==> src/hdl/fts_pkg.sv <==
// Contract
// - Idle, read or volatile reset: 40 ns recovery
// - Array operation hit by reset: 30 us
// - Register write hit: full write cycle time
// - Subsector erase end or suspend: erase time
// - Reset in deep power-down: power-down exit time
// - Protection or password program: program time
// - Software reset from standby: 40 ns recovery
// - Software reset during array operation: 30 us
// - Program/subsector suspend within 25/30 us, reads accepted
// - Erase suspended: reject erases, register writes, OTP

package fts_pkg;

	// ----------------------------------------------------------------
	// Clock and counter widths
	// ----------------------------------------------------------------
	localparam int CLK_PERIOD_NS = 10;
	localparam int CNT_W = 27;

	// Least time to whole cycles, never below one
	function automatic int ns_to_cyc(input int ns);
		int c;
		c = (ns + CLK_PERIOD_NS - 1) / CLK_PERIOD_NS;
		return (c < 1) ? 1 : c;
	endfunction

	function automatic int us_to_cyc(input int us);
		return ns_to_cyc(us * 1000);
	endfunction

	// ----------------------------------------------------------------
	// Times in ns and us
	// ----------------------------------------------------------------
	localparam int RST_PULSE_NS = 50;
	localparam int RECOV_SHORT_NS = 40;
	localparam int RECOV_ARRAY_US = 30;
	localparam int T_WRSR_US = 8000;
	localparam int T_WNVCR_US = 1000000;
	localparam int T_SSE_US = 400000;
	localparam int T_RDP_US = 30;
	localparam int T_ASPP_US = 500;
	localparam int T_PASSP_US = 800;
	localparam int SUSP_PGM_MAX_US = 25;
	localparam int SUSP_ERS_MAX_US = 30;
	localparam int SUSP_PGM_TYP_US = 7;
	localparam int SUSP_ERS_TYP_US = 15;
	localparam int GAP_PGM_US = 5;
	localparam int GAP_SSE_US = 50;
	localparam int GAP_SE_US = 150;

	// ----------------------------------------------------------------
	// Cycle counts
	// ----------------------------------------------------------------
	localparam int RST_PULSE_CYC = ns_to_cyc(RST_PULSE_NS);
	localparam int RECOV_SHORT_CYC = ns_to_cyc(RECOV_SHORT_NS);
	localparam int RECOV_ARRAY_CYC = us_to_cyc(RECOV_ARRAY_US);
	localparam int T_RDP_CYC = us_to_cyc(T_RDP_US);
	localparam int T_WRSR_CYC = us_to_cyc(T_WRSR_US);
	localparam int T_WNVCR_CYC = us_to_cyc(T_WNVCR_US);
	localparam int T_SSE_CYC = us_to_cyc(T_SSE_US);
	localparam int T_ASPP_CYC = us_to_cyc(T_ASPP_US);
	localparam int T_PASSP_CYC = us_to_cyc(T_PASSP_US);
	localparam int SUSP_PGM_CYC = us_to_cyc(SUSP_PGM_TYP_US);
	localparam int SUSP_ERS_CYC = us_to_cyc(SUSP_ERS_TYP_US);
	localparam int GAP_PGM_CYC = us_to_cyc(GAP_PGM_US);
	localparam int GAP_SSE_CYC = us_to_cyc(GAP_SSE_US);
	localparam int GAP_SE_CYC = us_to_cyc(GAP_SE_US);

	// ----------------------------------------------------------------
	// Types
	// ----------------------------------------------------------------
	typedef enum logic [3:0] {
		OP_STANDBY,
		OP_EXECUTE_IN_PLACE,
		OP_VOLATILE,
		OP_ARRAY,
		OP_WRSR,
		OP_WRNVCR,
		OP_SSE_END,
		OP_DPD,
		OP_ASPP,
		OP_PASSP
	} fts_op_t;

	typedef enum logic [2:0] {
		CMD_READ,
		CMD_ERASE,
		CMD_WRSR,
		CMD_WRNVCR,
		CMD_OTP_PGM,
		CMD_OTHER
	} fts_cmd_t;

	typedef enum logic [1:0] {
		SUSP_PGM,
		SUSP_SSE,
		SUSP_SE
	} fts_susp_t;

	typedef enum {
		ST_READY,
		ST_RST_LOW,
		ST_RECOVER,
		ST_SUSP_WAIT,
		ST_SUSPENDED
	} fts_st_t;

endpackage

==> src/hdl/fts_timer_if.sv <==
`timescale 1ns/1ns
`default_nettype none

interface fts_timer_if;
	import fts_pkg::*;

	logic load;
	logic [CNT_W-1:0] load_val;
	logic done;
	logic running;

	modport ctrl (output load, output load_val, input done, input running);
	modport tmr (input load, input load_val, output done, output running);

endinterface

`default_nettype wire

==> src/hdl/fts_seq.sv <==
`timescale 1ns/1ns
`default_nettype none

module fts_seq
	import fts_pkg::*;
#(
	parameter int T_WRSR_CNT = T_WRSR_CYC,
	parameter int T_WNVCR_CNT = T_WNVCR_CYC,
	parameter int T_SSE_CNT = T_SSE_CYC,
	parameter int T_ASPP_CNT = T_ASPP_CYC,
	parameter int T_PASSP_CNT = T_PASSP_CYC
) (
	input wire logic CLK_I,             // System clock, 100 MHz
	input wire logic RST_B_I,           // Async reset, active low
	input wire logic RESET_PIN_B_I,     // Hardware reset pin, active low
	input wire logic SEL_B_I,           // Chip select pin, active low
	input wire logic [3:0] OP_I,        // Operation now running (fts_op_t)
	input wire logic SW_RESET_I,        // Software reset sequence done, pulse
	input wire logic SUSP_REQ_I,        // Suspend command, pulse
	input wire logic [1:0] SUSP_KIND_I, // Kind being suspended (fts_susp_t)
	input wire logic RESUME_I,          // Resume command, pulse
	input wire logic CMD_VALID_I,       // Decoded command, pulse
	input wire logic [2:0] CMD_CLASS_I, // Command class (fts_cmd_t)
	output logic READY_O,               // Device selectable
	output logic RESETTING_O,           // In reset or recovery
	output logic SUSPENDED_O,           // Operation suspended
	output logic [1:0] SUSP_KIND_O,     // Kind held in suspend
	output logic CMD_ACCEPT_O,          // Command accepted, pulse
	output logic CMD_REJECT_O,          // Command refused, pulse
	output logic SEL_EARLY_O            // Select ignored in recovery, pulse
);

	// ----------------------------------------------------------------
	// Pin synchronisers
	// ----------------------------------------------------------------
	logic rstp_meta_r;
	logic rstp_sync_r;
	logic sel_meta_r;
	logic sel_sync_r;
	logic sel_prev_r;

	always_ff @(posedge CLK_I or negedge RST_B_I) begin
		if (!RST_B_I) begin
			rstp_meta_r <= 1'b1;
			rstp_sync_r <= 1'b1;
			sel_meta_r <= 1'b1;
			sel_sync_r <= 1'b1;
			sel_prev_r <= 1'b1;
		end else begin
			rstp_meta_r <= RESET_PIN_B_I;
			rstp_sync_r <= rstp_meta_r;
			sel_meta_r <= SEL_B_I;
			sel_sync_r <= sel_meta_r;
			sel_prev_r <= sel_sync_r;
		end
	end

	logic sel_fall;
	assign sel_fall = sel_prev_r && !sel_sync_r;

	// ----------------------------------------------------------------
	// Recovery time per interrupted operation
	// ----------------------------------------------------------------
	function automatic logic [CNT_W-1:0] recov_cnt(input logic [3:0] op,
		input logic sw);
		logic [CNT_W-1:0] n;
		n = CNT_W'(RECOV_SHORT_CYC);
		unique case (fts_op_t'(op))
			OP_STANDBY: n = CNT_W'(RECOV_SHORT_CYC);
			OP_EXECUTE_IN_PLACE: n = CNT_W'(RECOV_SHORT_CYC);
			OP_VOLATILE: n = CNT_W'(RECOV_SHORT_CYC);
			OP_ARRAY: n = CNT_W'(RECOV_ARRAY_CYC);
			OP_WRSR: n = CNT_W'(T_WRSR_CNT);
			OP_WRNVCR: n = CNT_W'(T_WNVCR_CNT);
			OP_SSE_END: n = CNT_W'(T_SSE_CNT);
			OP_DPD: n = CNT_W'(T_RDP_CYC);
			OP_ASPP: n = CNT_W'(T_ASPP_CNT);
			OP_PASSP: n = CNT_W'(T_PASSP_CNT);
			default: n = sw ? CNT_W'(RECOV_ARRAY_CYC) : CNT_W'(RECOV_ARRAY_CYC);
		endcase
		return n;
	endfunction

	// ----------------------------------------------------------------
	// Timer
	// ----------------------------------------------------------------
	fts_timer_if tif ();

	fts_timer u_timer (
		.clk_i(CLK_I),
		.rst_b_i(RST_B_I),
		.tif(tif.tmr)
	);

	// ----------------------------------------------------------------
	// Reset pulse qualification
	// ----------------------------------------------------------------
	// Short pulses are dropped: the outcome is undefined for the host
	// anyway, and ignoring them keeps a running operation intact.
	logic [3:0] low_cnt_r;
	logic low_ok_r;
	logic [3:0] op_cap_r;

	always_ff @(posedge CLK_I or negedge RST_B_I) begin
		if (!RST_B_I) begin
			low_cnt_r <= 4'h0;
			low_ok_r <= 1'b0;
		end else if (rstp_sync_r) begin
			low_cnt_r <= 4'h0;
			low_ok_r <= 1'b0;
		end else begin
			if (low_cnt_r != 4'hF) begin
				low_cnt_r <= low_cnt_r + 4'h1;
			end
			if (low_cnt_r >= 4'(RST_PULSE_CYC - 1)) begin
				low_ok_r <= 1'b1;
			end
		end
	end

	// Operation caught at the start of the pulse
	always_ff @(posedge CLK_I or negedge RST_B_I) begin
		if (!RST_B_I) begin
			op_cap_r <= 4'h0;
		end else if (rstp_sync_r) begin
			op_cap_r <= OP_I;
		end
	end

	// ----------------------------------------------------------------
	// Main sequencer
	// ----------------------------------------------------------------
	fts_st_t st_r;
	fts_st_t st_nxt;
	logic [1:0] kind_r;
	logic load_nxt;
	logic [CNT_W-1:0] load_val_nxt;

	always_comb begin
		st_nxt = st_r;
		load_nxt = 1'b0;
		load_val_nxt = '0;
		if (low_ok_r) begin
			st_nxt = ST_RST_LOW;
		end else begin
			unique case (st_r)
				ST_RST_LOW: begin
					if (rstp_sync_r) begin
						st_nxt = ST_RECOVER;
						load_nxt = 1'b1;
						load_val_nxt = recov_cnt(op_cap_r, 1'b0);
					end
				end
				ST_RECOVER: begin
					// Never stall here if the timer has gone idle
					if (tif.done || !tif.running) begin
						st_nxt = ST_READY;
					end
				end
				ST_READY, ST_SUSP_WAIT, ST_SUSPENDED: begin
					if (SW_RESET_I) begin
						st_nxt = ST_RECOVER;
						load_nxt = 1'b1;
						load_val_nxt = recov_cnt(OP_I, 1'b1);
					end else if (st_r == ST_READY && SUSP_REQ_I) begin
						// Spacing since resume is not checked here
						st_nxt = ST_SUSP_WAIT;
						load_nxt = 1'b1;
						load_val_nxt = (fts_susp_t'(SUSP_KIND_I) == SUSP_PGM) ?
							CNT_W'(SUSP_PGM_CYC) : CNT_W'(SUSP_ERS_CYC);
					end else if (st_r == ST_SUSP_WAIT && tif.done) begin
						st_nxt = ST_SUSPENDED;
					end else if (st_r == ST_SUSPENDED && RESUME_I) begin
						st_nxt = ST_READY;
					end
				end
			endcase
		end
	end

	always_ff @(posedge CLK_I or negedge RST_B_I) begin
		if (!RST_B_I) begin
			st_r <= ST_READY;
		end else begin
			st_r <= st_nxt;
		end
	end

	always_ff @(posedge CLK_I or negedge RST_B_I) begin
		if (!RST_B_I) begin
			kind_r <= 2'h0;
		end else if (st_r == ST_READY && SUSP_REQ_I && !SW_RESET_I) begin
			kind_r <= SUSP_KIND_I;
		end
	end

	assign tif.load = load_nxt;
	assign tif.load_val = load_val_nxt;

	// ----------------------------------------------------------------
	// Command filter while suspended
	// ----------------------------------------------------------------
	function automatic logic cmd_allowed(input logic [1:0] kind,
		input logic [2:0] cls);
		logic ok;
		ok = 1'b1;
		if (fts_susp_t'(kind) == SUSP_SE) begin
			unique case (fts_cmd_t'(cls))
				CMD_ERASE, CMD_WRSR, CMD_WRNVCR, CMD_OTP_PGM: ok = 1'b0;
				default: ok = 1'b1;
			endcase
		end else begin
			ok = (fts_cmd_t'(cls) == CMD_READ);
		end
		return ok;
	endfunction

	logic acc_nxt;
	logic rej_nxt;

	always_comb begin
		acc_nxt = 1'b0;
		rej_nxt = 1'b0;
		if (CMD_VALID_I) begin
			unique case (st_r)
				ST_READY: acc_nxt = 1'b1;
				ST_SUSPENDED: begin
					acc_nxt = cmd_allowed(kind_r, CMD_CLASS_I);
					rej_nxt = !acc_nxt;
				end
				default: rej_nxt = 1'b1;
			endcase
		end
	end

	// ----------------------------------------------------------------
	// Outputs
	// ----------------------------------------------------------------
	always_ff @(posedge CLK_I or negedge RST_B_I) begin
		if (!RST_B_I) begin
			READY_O <= 1'b1;
			RESETTING_O <= 1'b0;
			SUSPENDED_O <= 1'b0;
			SUSP_KIND_O <= 2'h0;
			CMD_ACCEPT_O <= 1'b0;
			CMD_REJECT_O <= 1'b0;
			SEL_EARLY_O <= 1'b0;
		end else begin
			READY_O <= (st_nxt == ST_READY) || (st_nxt == ST_SUSPENDED)
				|| (st_nxt == ST_SUSP_WAIT);
			RESETTING_O <= (st_nxt == ST_RST_LOW) || (st_nxt == ST_RECOVER);
			SUSPENDED_O <= (st_nxt == ST_SUSPENDED);
			SUSP_KIND_O <= kind_r;
			CMD_ACCEPT_O <= acc_nxt;
			CMD_REJECT_O <= rej_nxt;
			// Select during recovery is ignored by the device
			SEL_EARLY_O <= sel_fall &&
				((st_r == ST_RST_LOW) || (st_r == ST_RECOVER));
		end
	end

endmodule // fts_seq

`default_nettype wire

==> src/hdl/fts_timer.sv <==
`timescale 1ns/1ns
`default_nettype none

// Loaded with N, pulses done N edges after the load edge
module fts_timer
	import fts_pkg::*;
(
	input wire logic clk_i,     // System clock
	input wire logic rst_b_i,   // Async reset, active low
	fts_timer_if.tmr tif        // Load and done
);

	logic [CNT_W-1:0] cnt_r;
	logic run_r;
	logic done_r;

	always_ff @(posedge clk_i or negedge rst_b_i) begin
		if (!rst_b_i) begin
			cnt_r <= '0;
			run_r <= 1'b0;
			done_r <= 1'b0;
		end else if (tif.load) begin
			cnt_r <= tif.load_val;
			run_r <= 1'b1;
			done_r <= 1'b0;
		end else if (run_r && cnt_r <= CNT_W'(1)) begin
			cnt_r <= '0;
			run_r <= 1'b0;
			done_r <= 1'b1;
		end else begin
			cnt_r <= run_r ? cnt_r - CNT_W'(1) : cnt_r;
			done_r <= 1'b0;
		end
	end

	assign tif.done = done_r;
	assign tif.running = run_r;

endmodule // fts_timer

`default_nettype wire

==> config.mk <==
export PLATFORM = sky130hd
export DESIGN_NAME = fts_seq
export DESIGN_NICKNAME = d
export VERILOG_FILES = /design/src/hdl/fts_pkg.sv /design/src/hdl/fts_timer_if.sv /design/src/hdl/fts_seq.sv /design/src/hdl/fts_timer.sv
export SDC_FILE = /design/constraint.sdc
export NUM_CORES = 1
export LEC_CHECK = 0
export BUFFER_PORTS_ARGS = -buffer_cell sky130_fd_sc_hd__buf_2
export CAP_MARGIN = 20
export CORE_UTILIZATION = 40
export CTS_CLUSTER_DIAMETER = 100
export DETAILED_ROUTE_END_ITERATION = 6
export GPL_ROUTABILITY_DRIVEN = 0
export GPL_TIMING_DRIVEN = 0
export PLACE_DENSITY_LB_ADDON = 0.3
export SLEW_MARGIN = 20
export SYNTH_ARGS = -nofsm -noshare
export SYNTH_HDL_FRONTEND = slang
export SYNTH_HIERARCHICAL = 1
export SYNTH_SLANG_ARGS = --single-unit
==> constraint.sdc <==
create_clock -name CLK_I -period 3.6 [get_ports CLK_I]
set_clock_uncertainty 0.15 [all_clocks]
set_input_delay 0.36 -clock CLK_I [delete_from_list [all_inputs] [get_ports CLK_I]]
set_output_delay 0.36 -clock CLK_I [all_outputs]
set_load 0.03 [all_outputs]
==> results.md <==
* Reg area at 2130 sq um
* Final ANT Viol Nets at 0
* Mapped Cells at 526
* Layout fillers at around 1100
* First-pass GRT wire length at 20200 microns
* Gate power share at 43.6%
* Post-synth ARST share at 100%
* CP Max Fanout at 10
* CTS Buffer Depth at 2
* Clock latency on the worst-skew pair at 340 ps
* Met3 wire length at between 800 and 900 microns
* Cell area after synthesis at a little under 5000 sq um
* Synth top area share at 40.8%
* Drt first pass iters at 7
* Synth Flop Type: dfrtp_1
* Failing checks: design-rule violations
* Largest net degree at the start of global routing at 53
* RSZ-0062 raised after global routing: false
* # Max-Cap Violations at 0
* Min cycle time layout at 3280 ps
* Endpoints failing setup at 0
* EDFF count, synth at 0
* Antenna diodes at 0
* Vias in the first global route at 4026
* Die width at 112 microns
* Num CTS Buffers at 9
* Transition time of the tightest slew-check pin at roughly 800 ps
* Cell row count at 39
* Die ar. at 12600 sq um
* Switch Pwr at between 1.5 and 2 mW
* Period utilisation layout at 91.2%
* # placed instances at 695
* Sequential Power Share at 34.7%
* CP endpoint kind: flop
* Routed length on met2 at 5020 microns
* CP Data Required Time at 3690 ps
* Clock-pin slew on the worst setup and hold paths at 60 ps
* Worst hold slack at 92.2 ps
* Status: finished, violations left
* Total grt overflow at 0
* Post-detail-place hpwl at 8590 microns
* Vias/cell at 5.86
* Root Driver: clkbuf_16
* Multi-input gate area at ~2500 sq um
* Area grow syn2layout at 13.1%
* Top cells by area, synth: dfrtp_1 41%, and2_1 4.3%, nand2_1 4.2%
* Critical path arrival at 3370 ps
* Fmax at 305 MHz
* Yosys top cell by area: dfrtp_1
* Share of cells above drive strength 1 at 13.0%
* Ports at 25
* Wire per inst at 16.5 microns
* PwrDens at between 700 and 800 nW/um^2
* Internal power at 2.22 mW
* Yosys reg bits at 85
* Initial DRC count at 431
* DR top layer: met4
* Post-synthesis sequential area ratio at 44.0%
* Final #Nets at 596
* Syn Area/Cell at just over 9 sq um
* Detailed Route WL at 11800 microns
* Initial core utilization at 41.8%
* Initial antenna violation count at 0
* Cell Count, Final, Fillers Out at 714
* Sw Share at 42.9%
* Worst Path Class, Setup: reg -> reg
* Peak VDD IR at 0.259 mV
* Fin Setup TNS at 0 ps
* Hold Path Class: in -> reg
* M1 WL at 5620 microns
* Buffers on Ports at 24
* Post-synth top cells: 79 x dfrtp_1, 54 x nand2_1, 43 x nor2_1, 33 x and2_1, 24 x a21oi_1
* Max-slew headroom at 47.2%
* Most frequent cell after synthesis: dfrtp_1
* Gr usage total at 20.4%
* Lkg Pwr at 2.37 nW
* DRC viols at 4
* Sink Count at 85
* H-tree levels at 3
* Max-slew violations at 0
* Die Y at between 100 and 150 microns
* Yosys warning count at 6
* Synth cell types at 67
* Startpoint type of the worst setup path: flop
* Clock power frac at 21.8%
* Core area at approximately 12000 sq um
* Vias post-DR at 4183
* Setup WS post-layout at 316 ps
* DP Worst Slack at between 300 and 400 ps
* Final Hold Viols at 0
* TritonCTS clock tree: done
## metal layers
layer / track usage, % / vias up
li1: - / 1999
met1: 29.9 / 1977
met2: 29.1 / 192
met3: 4.05 / 15
met4: 9.16 / 0
met5: 0 / -
## stage by stage
stage               utilization, %  instance area [sq um]  power (mW)
finish                        47.2                   5490        3.89
global route                  47.2                   5490        4.18
CTS                           47.2                   5480        3.89
detailed placement            44.6                   5180        3.02
global placement              44.4                   5150        2.97
floorplan                        -                   4850        2.57
## power groups by stage
stage	logic (mW)	clock network (mW)	registers (mW)
6_report	1.70	0.846	1.35
5_1_grt	1.87	0.930	1.38
4_1_cts	1.67	0.877	1.34
3_5_place_dp	1.66	0	1.36
3_3_place_gp	1.63	0	1.35
2_1_floorplan	1.18	0	1.39
## critical path, stage by stage, from the launching register on
cell and delay, ps:
dfrtp_1 360, clkbuf_1 200, nor2_1 160, buf_2 220, o21ai_0 110, a21oi_1 210
nor2b_1 460, nor2_1 80, nor2_1 160, clkbuf_1 330, clkbuf_1 460, nand2_1 160
o31ai_1 110
## cell type report
type,instances,share of cell area [%]
buffer,26,2.10
clock buffer,11,4.24
clock inverter,5,0.684
inverter,15,1.03
multi-input combinational,401,46.5
sequential,85,38.9
tap,143,3.26
timing repair buffer,28,3.28
## cell usage in the layout, fill, tap and decap left out, types with 7 or more instances in the layout
cell       count
o21ai_0       22
nor2_1        43
nand3_1       22
buf_2         27
nor3_1        18
nand2b_1       8
a32oi_1        8
ha_1          13
clkbuf_16      9
nor2b_1        8
dfrtp_1       79
and3_1         8
a31oi_1       11
inv_1         15
xor2_1         7
nor4_1        13
a21oi_1       24
o31ai_1       10
and2_1        33
o211ai_1       8
nand2_1       54
clkbuf_1      21
## sequential cells by signal, indices dropped and copies added, names as in the netlist, 2 cells and up
register       count
u_timer/cnt_r     27
kind_r             2
SUSP_KIND_O        2
st_r              32
low_cnt_r          4
op_cap_r           4
## kinds of logic (layout without fill, tap and decap cells)
group,after synthesis,after routing,share of synthesized area [%]
and+or+nand+nor,247,247,27.9
AOI/OAI and AO/OA,120,120,17.5
DFF,85,85,44.0
buffers and inverters,41,85,3.51
adders and majority gates,13,13,3.35
xor gates and xnor gates,13,13,2.35
muxes,6,6,1.34
other,1,2,0.0773
## final timing paths
check,start,end,slack [ps],depth (start not counted)
setup / recovery,st_r[0]$_DFF_PN0_,u_timer/cnt_r[2]$_DFFE_PN0P_,320,12
hold / removal,CMD_VALID_I,CMD_REJECT_O$_DFF_PN0_,90,3
setup reg to reg,st_r[0]$_DFF_PN0_,u_timer/cnt_r[2]$_DFFE_PN0P_,320,12
hold reg to reg,sel_meta_r$_DFF_PN1_,sel_sync_r$_DFF_PN1_,210,0
max in group asynchronous,RST_B_I,rstp_sync_r$_DFF_PN1_,2320,3
min in group asynchronous,RST_B_I,st_r[7]$_DFF_PN0_,350,2
## what timing repair did
action	in CTS	in global routing
gates resized for setup	0	2
setup buffers	0	0
hold buffers	3	0
endpoints found under the hold margin	31	0
setup endpoints to repair	0	1
No activity file was read; power rests on OpenSTA's default activity.
